<file path="src/scd_pkg.sv">
// Constants for the static column memory port controller.
// Assumes a 125 MHz controller clock; all pin timing is counted in its cycles.
package scd_pkg;
   localparam int CLK_PERIOD_NS = 8;
   localparam int ROW_W         = 9;
   localparam int COL_W         = 9;
   localparam int DATA_W        = 4;
   localparam int ROW_COUNT     = 512;
   // Least times round up, longest round down
   localparam int T_RP_NS       = 100;
   localparam int T_RAS_MIN_NS  = 150;
   localparam int T_RCD_NS      = 45;
   localparam int T_CAS_NS      = 45;
   localparam int T_CPN_NS      = 25;
   localparam int T_SC_NS       = 75;
   localparam int T_RAS_MAX_NS  = 10000;
   localparam int T_RASC_MAX_NS = 100000;
   localparam int T_REF_MS      = 8;
   localparam int T_PWRUP_US    = 100;
   localparam int T_REFI_US     = 15;
   localparam int WAKE_CYCLES   = 8;
   localparam int RP_CYC   = (T_RP_NS + CLK_PERIOD_NS - 1) / CLK_PERIOD_NS;
   localparam int RAS_CYC  = (T_RAS_MIN_NS + CLK_PERIOD_NS - 1) / CLK_PERIOD_NS;
   localparam int RCD_CYC  = (T_RCD_NS + CLK_PERIOD_NS - 1) / CLK_PERIOD_NS;
   localparam int CAS_CYC  = (T_CAS_NS + CLK_PERIOD_NS - 1) / CLK_PERIOD_NS;
   localparam int CPN_CYC  = (T_CPN_NS + CLK_PERIOD_NS - 1) / CLK_PERIOD_NS;
   localparam int SC_CYC   = (T_SC_NS + CLK_PERIOD_NS - 1) / CLK_PERIOD_NS;
   localparam int RASMAX_CYC  = T_RAS_MAX_NS / CLK_PERIOD_NS;
   localparam int RASCMAX_CYC = T_RASC_MAX_NS / CLK_PERIOD_NS;
   localparam int PWRUP_CYC_DEF = T_PWRUP_US * 1000 / CLK_PERIOD_NS;
   localparam int REFI_CYC_DEF  = T_REFI_US * 1000 / CLK_PERIOD_NS;
   localparam int CNT_W = 16;
endpackage : scd_pkg

</file>
<file path="src/scd_ctrl.sv">
// Controller for a 256K x 4 static column memory: request port, refresh, pins.
// Assumes the memory's pins are wired straight; data pins resolved by the bench.
// Functional notes
// - Address sent as row then column halves
// - Write enable high reads, low writes
// - Never drive data while device outputs
// - Both strobes high end cycle, precharge
// - All 512 rows refreshed every 8 ms
// - Static column: row open, columns change
// - Static write: data per column, oe high
// - Row strobe low at most 10 us
// - Static column row low at most 100 us
// - Wait 100 us, then eight wake cycles
// - Column strobe high before row strobe falls; refresh cycles drop it first
module scd_ctrl
   import scd_pkg::*;
#(
   parameter int PWRUP_CYC = PWRUP_CYC_DEF,
   parameter int REFI_CYC  = REFI_CYC_DEF,
   parameter int MAX_BURST = 64
) (
   input  wire logic              mclk_i,
   input  wire logic              nrst_i,
   input  wire logic              req_valid_i,
   output logic                   req_ready_o,
   input  wire logic              req_write_i,
   input  wire logic              req_last_i,
   input  wire logic [ROW_W-1:0]  req_row_i,
   input  wire logic [COL_W-1:0]  req_col_i,
   input  wire logic [DATA_W-1:0] req_wdata_i,
   output logic                   rd_valid_o,
   output logic [DATA_W-1:0]      rd_data_o,
   output logic                   init_done_o,
   output logic                   ras_n_o,
   output logic                   cas_n_o,
   output logic                   we_n_o,
   output logic                   oe_n_o,
   output logic                   test_function_pin_o,
   output logic [ROW_W-1:0]       multiplexed_address_o,
   input  wire logic [DATA_W-1:0] dq_i,
   output logic [DATA_W-1:0]      dq_o,
   output logic                   dq_oe_o
);
   if (PWRUP_CYC < 1 || PWRUP_CYC >= (1 << CNT_W)) begin : g_bad_pwrup
      $error("scd_ctrl: bad PWRUP_CYC");
   end
   // A burst keeps the column strobe low throughout, so it must fit both limits
   if (MAX_BURST < 1 || MAX_BURST > 256 || MAX_BURST * (SC_CYC + 1) + 2 > RASMAX_CYC ||
       MAX_BURST * (SC_CYC + 1) + RCD_CYC + 3 > RASCMAX_CYC) begin : g_bad_burst
      $error("scd_ctrl: MAX_BURST breaks the strobe low limits");
   end
   if (RAS_CYC + CPN_CYC > RASMAX_CYC) begin : g_bad_timing
      $error("scd_ctrl: timing");
   end
   typedef enum logic [3:0] {
      S_PWRUP, S_IDLE, S_RAS, S_CAS, S_COL, S_NEXT, S_PRE, S_CBR_CAS, S_CBR_RAS
   } scd_state_t;
   typedef struct packed {
      scd_state_t        state;
      logic [CNT_W-1:0]  cnt;
      logic [CNT_W-1:0]  ras_cnt;
      logic [3:0]        wake;
      logic [7:0]        burst;
      logic              pend_ref;
      logic              init_done;
      logic              wr;
      logic              ras_n;
      logic              cas_n;
      logic              we_n;
      logic              oe_n;
      logic [ROW_W-1:0]  addr;
      logic [ROW_W-1:0]  row;
      logic [COL_W-1:0]  col;
      logic [DATA_W-1:0] wdata;
      logic              dq_oe;
      logic [DATA_W-1:0] dq_s1;
      logic [DATA_W-1:0] dq_s2;
      logic              rd_valid;
      logic [DATA_W-1:0] rd_data;
   } scd_ctrl_t;
   scd_ctrl_t st, next_st;
   logic      ref_tick;
   logic      take;
   logic      cont;
   localparam scd_ctrl_t ST_RST = '{state: S_PWRUP, cnt: CNT_W'(PWRUP_CYC), ras_n: 1'b1, cas_n: 1'b1,
                                    we_n: 1'b1, oe_n: 1'b1, default: '0};

   // One refresh every 15 us keeps 512 rows inside 8 ms
   scd_tick #(.PERIOD(REFI_CYC)) u_tick (
      .mclk_i (mclk_i),
      .nrst_i (nrst_i),
      .tick_o (ref_tick)
   );

   assign take = (st.state == S_IDLE) && st.init_done && !st.pend_ref && req_valid_i;
   // Only a same-row, same-kind access may extend an open row
   assign cont = (st.state == S_NEXT) && !st.pend_ref && req_valid_i && req_write_i == st.wr &&
                 req_row_i == st.row && st.burst != 8'(MAX_BURST - 1);
   assign req_ready_o = take || cont;

   always_comb begin
      next_st          = st;
      next_st.dq_s1    = dq_i;
      next_st.dq_s2    = st.dq_s1;
      next_st.rd_valid = 1'b0;
      next_st.ras_cnt  = st.ras_n ? '0 : st.ras_cnt + 1'b1;
      if (ref_tick) next_st.pend_ref = 1'b1;
      if (st.cnt != '0) next_st.cnt = st.cnt - 1'b1;
      unique case (st.state)
         S_PWRUP: begin
            if (st.cnt == '0) begin
               next_st.state = S_CBR_CAS;
               next_st.cas_n = 1'b0;
               next_st.cnt   = CNT_W'(CPN_CYC);
            end
         end
         S_IDLE: begin
            if (st.pend_ref || !st.init_done) begin
               next_st.state = S_CBR_CAS;
               next_st.cas_n = 1'b0;
               next_st.cnt   = CNT_W'(CPN_CYC);
            end else if (req_valid_i) begin
               next_st.state = S_RAS;
               next_st.ras_n = 1'b0;
               next_st.addr  = req_row_i;
               next_st.row   = req_row_i;
               next_st.wr    = req_write_i;
               next_st.we_n  = !req_write_i;
               next_st.col   = req_col_i;
               next_st.wdata = req_wdata_i;
               next_st.dq_oe = req_write_i;
               next_st.burst = req_last_i ? 8'(MAX_BURST - 1) : 8'h00;
               next_st.cnt   = CNT_W'(RCD_CYC);
            end
         end
         S_RAS: begin
            if (st.cnt == '0) begin
               next_st.addr  = st.col;
               next_st.cas_n = 1'b0;
               next_st.oe_n  = st.wr;
               next_st.dq_oe = st.wr;
               next_st.state = S_CAS;
               next_st.cnt   = CNT_W'(CAS_CYC > SC_CYC ? CAS_CYC : SC_CYC);
            end
         end
         S_CAS, S_COL: begin
            if (st.cnt == '0) begin
               if (!st.wr) begin
                  next_st.rd_valid = 1'b1;
                  next_st.rd_data  = st.dq_s2;
               end
               next_st.state = S_NEXT;
            end
         end
         S_NEXT: begin
            if (cont) begin
               next_st.addr  = req_col_i;
               next_st.wdata = req_wdata_i;
               next_st.burst = req_last_i ? 8'(MAX_BURST - 1) : st.burst + 1'b1;
               next_st.state = S_COL;
               next_st.cnt   = CNT_W'(SC_CYC);
            end else begin
               next_st.ras_n = 1'b1;
               next_st.cas_n = 1'b1;
               next_st.oe_n  = 1'b1;
               next_st.we_n  = 1'b1;
               next_st.dq_oe = 1'b0;
               next_st.state = S_PRE;
               next_st.cnt   = CNT_W'(RP_CYC);
            end
         end
         S_CBR_CAS: begin
            if (st.cnt == '0) begin
               next_st.ras_n = 1'b0;
               next_st.state = S_CBR_RAS;
               next_st.cnt   = CNT_W'(RAS_CYC);
               next_st.pend_ref = ref_tick;
            end
         end
         S_CBR_RAS: begin
            if (st.cnt == '0) begin
               next_st.ras_n = 1'b1;
               next_st.cas_n = 1'b1;
               next_st.state = S_PRE;
               next_st.cnt   = CNT_W'(RP_CYC);
               if (!st.init_done) begin
                  next_st.wake = st.wake + 1'b1;
                  if (st.wake == 4'(WAKE_CYCLES - 1)) next_st.init_done = 1'b1;
               end
            end
         end
         S_PRE: begin
            if (st.cnt == '0) next_st.state = S_IDLE;
         end
         default: next_st.state = S_IDLE;
      endcase
   end

   always_ff @(posedge mclk_i or negedge nrst_i) begin
      if (!nrst_i) begin
         st <= ST_RST;
      end else begin
         st <= next_st;
      end
   end

   assign ras_n_o               = st.ras_n;
   assign cas_n_o               = st.cas_n;
   assign we_n_o                = st.we_n;
   assign oe_n_o                = st.oe_n;
   assign test_function_pin_o   = 1'b0;
   assign multiplexed_address_o = st.addr;
   assign dq_o                  = st.wdata;
   assign dq_oe_o               = st.dq_oe;
   assign rd_valid_o            = st.rd_valid;
   assign rd_data_o             = st.rd_data;
   assign init_done_o           = st.init_done;

   no_bus_clash_a: assert property (@(posedge mclk_i) disable iff (!nrst_i)
      dq_oe_o |-> oe_n_o && !we_n_o) else $error("data driven while device may drive");
   ras_low_limit_a: assert property (@(posedge mclk_i) disable iff (!nrst_i)
      st.ras_cnt < CNT_W'(RASCMAX_CYC)) else $error("row strobe low too long");
   cbr_order_a: assert property (@(posedge mclk_i) disable iff (!nrst_i)
      $fell(ras_n_o) && !cas_n_o |-> $past(cas_n_o, CPN_CYC + 2) && st.state == S_CBR_RAS)
      else $error("row fell with column low outside refresh");
   read_oe_a: assert property (@(posedge mclk_i) disable iff (!nrst_i)
      !oe_n_o |-> we_n_o && !cas_n_o) else $error("output enable in write");
   test_low_a: assert property (@(posedge mclk_i) disable iff (!nrst_i)
      !test_function_pin_o) else $error("test pin raised");
   no_early_use_a: assert property (@(posedge mclk_i) disable iff (!nrst_i)
      !init_done_o |-> !req_ready_o) else $error("request taken before wake-up");
   precharge_a: assert property (@(posedge mclk_i) disable iff (!nrst_i)
      $rose(ras_n_o) |-> ras_n_o [*8]) else $error("precharge too short");
   rcd_a: assert property (@(posedge mclk_i) disable iff (!nrst_i)
      $fell(ras_n_o) && cas_n_o |-> cas_n_o [*6]) else $error("column strobe too early");
endmodule : scd_ctrl

</file>
<file path="src/scd_tick.sv">
// Free running down counter that pulses once every PERIOD cycles.
// Assumes a single clock domain shared with the controller.
module scd_tick
   import scd_pkg::*;
#(
   parameter int PERIOD = 1875
) (
   input  wire logic mclk_i,
   input  wire logic nrst_i,
   output logic      tick_o
);
   if (PERIOD < 2 || PERIOD >= (1 << CNT_W)) begin : g_bad_period
      $error("scd_tick: bad PERIOD");
   end
   typedef struct packed {
      logic [CNT_W-1:0] cnt;
      logic             tick;
   } scd_tick_t;
   scd_tick_t st, next_st;
   always_comb begin
      next_st      = st;
      next_st.tick = 1'b0;
      if (st.cnt == '0) begin
         next_st.cnt  = CNT_W'(PERIOD - 1);
         next_st.tick = 1'b1;
      end else begin
         next_st.cnt = st.cnt - 1'b1;
      end
   end
   always_ff @(posedge mclk_i or negedge nrst_i) begin
      if (!nrst_i) st <= '{cnt: '0, tick: 1'b0};
      else         st <= next_st;
   end
   assign tick_o = st.tick;
endmodule : scd_tick

</file>
<file path="config.mk">
export PLATFORM = sky130hd
export DESIGN_NAME = scd_ctrl
export DESIGN_NICKNAME = d
export VERILOG_FILES = /design/src/scd_pkg.sv /design/src/scd_ctrl.sv /design/src/scd_tick.sv
export SDC_FILE = /design/constraint.sdc
export NUM_CORES = 1
export LEC_CHECK = 0
export BUFFER_PORTS_ARGS = -buffer_cell sky130_fd_sc_hd__buf_2
export CORE_MARGIN = 4
export CORE_UTILIZATION = 45
export CTS_BUF_LIST = sky130_fd_sc_hd__clkbuf_4 sky130_fd_sc_hd__clkbuf_8
export DETAILED_ROUTE_END_ITERATION = 10
export HOLD_SLACK_MARGIN = 0.05
export PLACE_DENSITY_LB_ADDON = 0.08
export REMOVE_ABC_BUFFERS = 1
export SYNTH_ARGS = -nofsm -noshare
export SYNTH_HDL_FRONTEND = slang
export SYNTH_SLANG_ARGS = --single-unit
</file>
<file path="constraint.sdc">
create_clock -name mclk_i -period 6 [get_ports mclk_i]
set_input_delay 1.2 -clock mclk_i [delete_from_list [all_inputs] [get_ports mclk_i]]
set_output_delay 1.2 -clock mclk_i [all_outputs]
set_load 0.03 [all_outputs]
</file>
# Word level (Yosys, flattened, before mapping)
# Cells that the tools add are included.
dict set report classes {
  n_addsub 4
  multipliers 0
  n_div 0
  n_lt_le_gt_ge 0
  n_eq_ne 25
  shift 0
  muxes 50
  bitwise 3
  n_reduce_logical 36
}
# operator count
set ops {}
lappend ops {{20-bit 2-to-1 mux} 6}
lappend ops {{16-bit case mux with 6 select lines} 1}
lappend ops {{32-bit 2-to-1 mux} 2}
lappend ops {{16-bit logical NOT} 2}
lappend ops {{16-bit 2-to-1 mux} 2}
lappend ops {{8-bit 2-to-1 mux} 4}
lappend ops {{4-bit case mux with 8 select lines} 1}
lappend ops {{16-bit by 1-bit subtractor with 16-bit output (second input constant)} 2}
lappend ops {{9-bit case mux with 3 select lines} 1}
lappend ops {{4-bit by 3-bit equality test with 1-bit output (second input constant)} 5}
lappend ops {{2-bit inequality test (second input constant)} 10}
lappend ops {{18-bit 2-to-1 mux} 1}
lappend ops {{4-bit 2-to-1 mux} 4}
lappend ops {{8-bit case mux with 2 select lines} 1}
lappend ops {{16-bit nonzero test} 1}
lappend ops {{5-bit 2-to-1 mux} 3}
lappend ops {{5-bit AND reduction} 3}
lappend ops {{1-bit 2-to-1 mux} 14}
lappend ops {{3-bit AND reduction} 4}
lappend ops {{10-bit 2-to-1 mux} 1}
lappend ops {{9-bit equality test} 1}
lappend ops {{9-bit 2-to-1 mux} 1}
lappend ops {{8-bit by 1-bit adder with 8-bit output (second input constant)} 1}
lappend ops {{4-bit by 2-bit equality test with 1-bit output (second input constant)} 2}
lappend ops {{other kinds (26)} 45}
dict set report totals {
  ff_bits 101
  latch_bits 0
  mem_bits_rw 0
  rom_bits 0
  output_inout_bits 26
  n_memories 0
}

# Logic depth before layout (Yosys ltp)
dict set report logic_depth {
  word_depth 8
  depth_mapped 12
}

# Hierarchy
# From an unflattened synthesis, not the netlist that was laid out.
dict set report hier_totals {
  hier_cells 553
  area_unflattened_um2 5452.7
}
# mod instances cells_each area_each_um2 seq_area_each_um2
set by_module_without_submodules {}
lappend by_module_without_submodules {scd_ctrl 1 482 4658.2 2114.5}
lappend by_module_without_submodules {scd_tick 1 71 794.5 425.4}

# Least setup slack after synthesis
# OpenSTA, ideal clock, no wires.
dict set report synth_timing {
  path_kind {input-to-output}
  start {input req_row_i[1]}
  end {output req_ready_o}
  t_arrival_ns 2.325
  setup_slack_ns 2.475
  path_stages 5
  path_buffers 0
  cell_sequence {xor2_1 -> nor4_1 -> and4_1 -> a21boi_2 -> inv_1}
}
dict set report synth_via {
  elab_chain_len 4
}
# item line_no
set synth_lines {}
lappend synth_lines {{from (decl)} scd_ctrl.sv:28} ;# input wire logic [ROW_W-1:0] req_row_i,
lappend synth_lines {{9-bit equality test} scd_ctrl.sv:98} ;# req_row_i == st.row && st.burst != 8'(MAX_BURST - 1);
lappend synth_lines {{1-bit logical AND} scd_ctrl.sv:97} ;# assign cont = (st.state == S_NEXT) && !st.pend_ref && req_valid_i && req_write_i == st.wr &&
lappend synth_lines {{1-bit logical AND} scd_ctrl.sv:98}
lappend synth_lines {{1-bit logical OR} scd_ctrl.sv:99} ;# assign req_ready_o = take || cont;
lappend synth_lines {{to (decl)} scd_ctrl.sv:25} ;# output logic req_ready_o,
# Every way passes these cells.

# Final worst setup path
dict set report layout_timing {
  start {input req_valid_i}
  end {output req_ready_o}
}
dict set report layout_via {
  elab_chain_len 5
}
# item line_no
set layout_lines {}
lappend layout_lines {{from (decl)} scd_ctrl.sv:24} ;# input wire logic req_valid_i,
lappend layout_lines {{1-bit logical AND (3 in series)} scd_ctrl.sv:97}
lappend layout_lines {{1-bit logical AND} scd_ctrl.sv:98}
lappend layout_lines {{1-bit logical OR (*)} scd_ctrl.sv:99}
# Mark *: on every way between the ends. The rest lies on a longest branch, timed or not.

==> run metrics <==
Data required, critical path between 4 and 5 ns; DP Wirelength 7.316 mm; CP Launch Type input port; RSZ-0062 raised after global routing false; P per Cell Area approximately 200 mW/mm2; Worst EP arrival 3.03 ns; cts repair resizes 0; GR Overflow Total 0; H-tree Lvls 3; CTS Sinks a little over 100; initial antenna violation count 0; Final min period ~4.2 ns; DP Cell Count ~660; vias in the first global route 3732; vias 3725; Tightest Pin Transition 1.074 ns; Die H 115.5 um; NumNets Final between 500 and 600; Lkg Pwr ~2.7 nW; Slew Limit Fails 0; sum of negative setup slack 0 ns; Clock transition at path regs approximately 0.090 ns; fin area 0.005649 mm2; # rows 38; worst setup margin 1.773 ns; clk_lat worst skew 0.37 ns; Synth Instances 498; crit end category primary output; Syn Area/Cell 10.44 um2; gp weighted congestion 0.7729; largest net degree at the start of global routing 57; CTS tree yes; Num CTS Buffers 9; first-pass GRT wire length 18.51 mm; Max IR drop VDD around 0.00014 V; flop2flop setup slack about 3.0 ns; Post-CTS Setup Bufs 0; CTS Hold Bufs 0; Clock Skew 0.01037 ns; ys flop type dfrtp_1; max frequency ~240 MHz; drt first pass iters 6; Total GRT Usage 17.34%; final hold slack 0.3578 ns; YS warnings 0; post-DR wirelength/cell 15.87 um; post-route ant nets 0; layout cells sized above 1 22.74%; Post-synth ARST share 100.0%; overall power ~1.2 mW; Initial Utilization 46.93%; Starting DRT DRC Count 188; post-synthesis cell area 0.005199 mm2; DRC 0; Die Wd ~120 um; Post-Place Worst Slack between 1.5 and 2 ns; # diodes 0; placed cell area 0.005456 mm2; die area 0.01334 mm2; Clock Tree Buf Depth 2; Worst Hold Class flip-flop to flip-flop; Area growth syn-to-layout 8.664%; Final Util 50.99%; Synth Register Bits around 100; Post-Route WL about 11 mm; sequential area share after synthesis about 49%; Port-buffer cells 55; status finished clean; EDFF count, synth 0; crit share post-route 70.44%; CP Class input port to primary output; Root Buffer clkbuf_8; DR vias/cell roughly 5.5; core area 0.01108 mm2; max_cap viols 0; library cells used by synthesis 63; Final Hold Vio Count 0; Post-Layout Cell Count 672; Slew Limit Headroom 27.49%; final setup violation count 0; crit-path max FO 32; Boundary Pins 57
[metal layers]
layer | share of wire, % | GRT usage [%]
met2 | 47 | 26.77
met3 | 5.5 | 4.909
met1 | 47 | 24.56
met5 | 0 | 0
met4 | 0.92 | 3.756
[area by class of cell]
type                       count  area, um2
clock buffer                   9      123.9
clock inverter                 6      68.82
fill                        1033       5429
inverter                      26      100.1
multi-input combinational    329       2318
sequential                   101       2540
tap                          140      175.2
timing repair buffer          61      322.8
[kinds of logic after synthesis]
group / Yosys count / synth area share (%)
compound gates: 97 / 12.95
buf+inv: 68 / 6.546
flops: 101 / 48.86
fa+ha+maj: 7 / 1.685
simple gates: 154 / 16.61
xor+xnor: 32 / 5.391
other cells: 1 / 0.07213
mux: 38 / 7.894
[power by group]
part | leakage [nW] | switching [mW] | internal (mW)
registers | 1.23 | 0.00124 | 0.685
logic | 1.35 | 0.0269 | 0.0115
clock network | 0.0965 | 0.239 | 0.194
total | 2.68 | 0.267 | 0.890
[cells in the mapped netlist, types with 7 or more instances]
cell type | count | share of area [%]
a21oi_1 | 22 | 2.1
a222oi_1 | 9 | 1.7
buf_4 | 19 | 2.7
clkbuf_1 | 16 | 1.2
dfrtp_1 | 91 | 44
dfstp_2 | 10 | 5.1
ha_1 | 7 | 1.7
inv_1 | 25 | 1.8
mux2_2 | 20 | 4.3
mux2i_1 | 14 | 2.7
nand2_1 | 21 | 1.5
nand2b_1 | 8 | 0.96
nand3_1 | 12 | 1.2
nor2_1 | 40 | 2.9
nor3_1 | 12 | 1.2
nor4_1 | 13 | 1.6
o211ai_1 | 14 | 2.0
o21ai_0 | 15 | 1.4
or3_1 | 10 | 1.2
xnor2_1 | 12 | 2.0
xor2_1 | 20 | 3.4
[worst paths after layout]
kind                              from          end  depth (start not counted)
setup / recovery           req_valid_i  req_ready_o                          6
hold / removal              next_st[5]        st[5]                          0
setup reg to reg                st[80]       st[85]                          8
hold reg to reg             next_st[5]        st[5]                          0
max in group asynchronous       nrst_i   next_st[5]                          2
min in group asynchronous       nrst_i       st[91]                          1
[placed cells by master (no fill, tap or decap), drive strengths merged, types with 13 or more instances in the layout]
cell type / Yosys / final
a21oi: 22 / 22
buf: 26 / 61
dfrtp: 91 / 91
inv: 26 / 29
mux2: 24 / 24
mux2i: 14 / 14
nand2: 21 / 21
nor2: 41 / 41
nor3: 13 / 13
nor4: 15 / 15
o211ai: 14 / 14
o21ai: 16 / 16
xor2: 20 / 20
[registers in the layout, summed over array words and instances (netlist names)]
name / count
next_st: 4
we_n_o: 1
cas_n_o: 1
rd_valid_o: 1
multiplexed_address_o: 9
oe_n_o: 1
u_tick.st: 16
st: 56
ras_n_o: 1
dq_o: 4
u_tick.tick_o: 1
rd_data_o: 4
dq_oe_o: 1
init_done_o: 1
[worst max-delay path, cell delays in order]
cell,delay [ns]
buf_2,0.13
nand3b_1,0.18
or2_2,0.63
a21boi_2,0.51
inv_1,0.16
buf_2,0.21
Power figures use the tool's default switching activity.
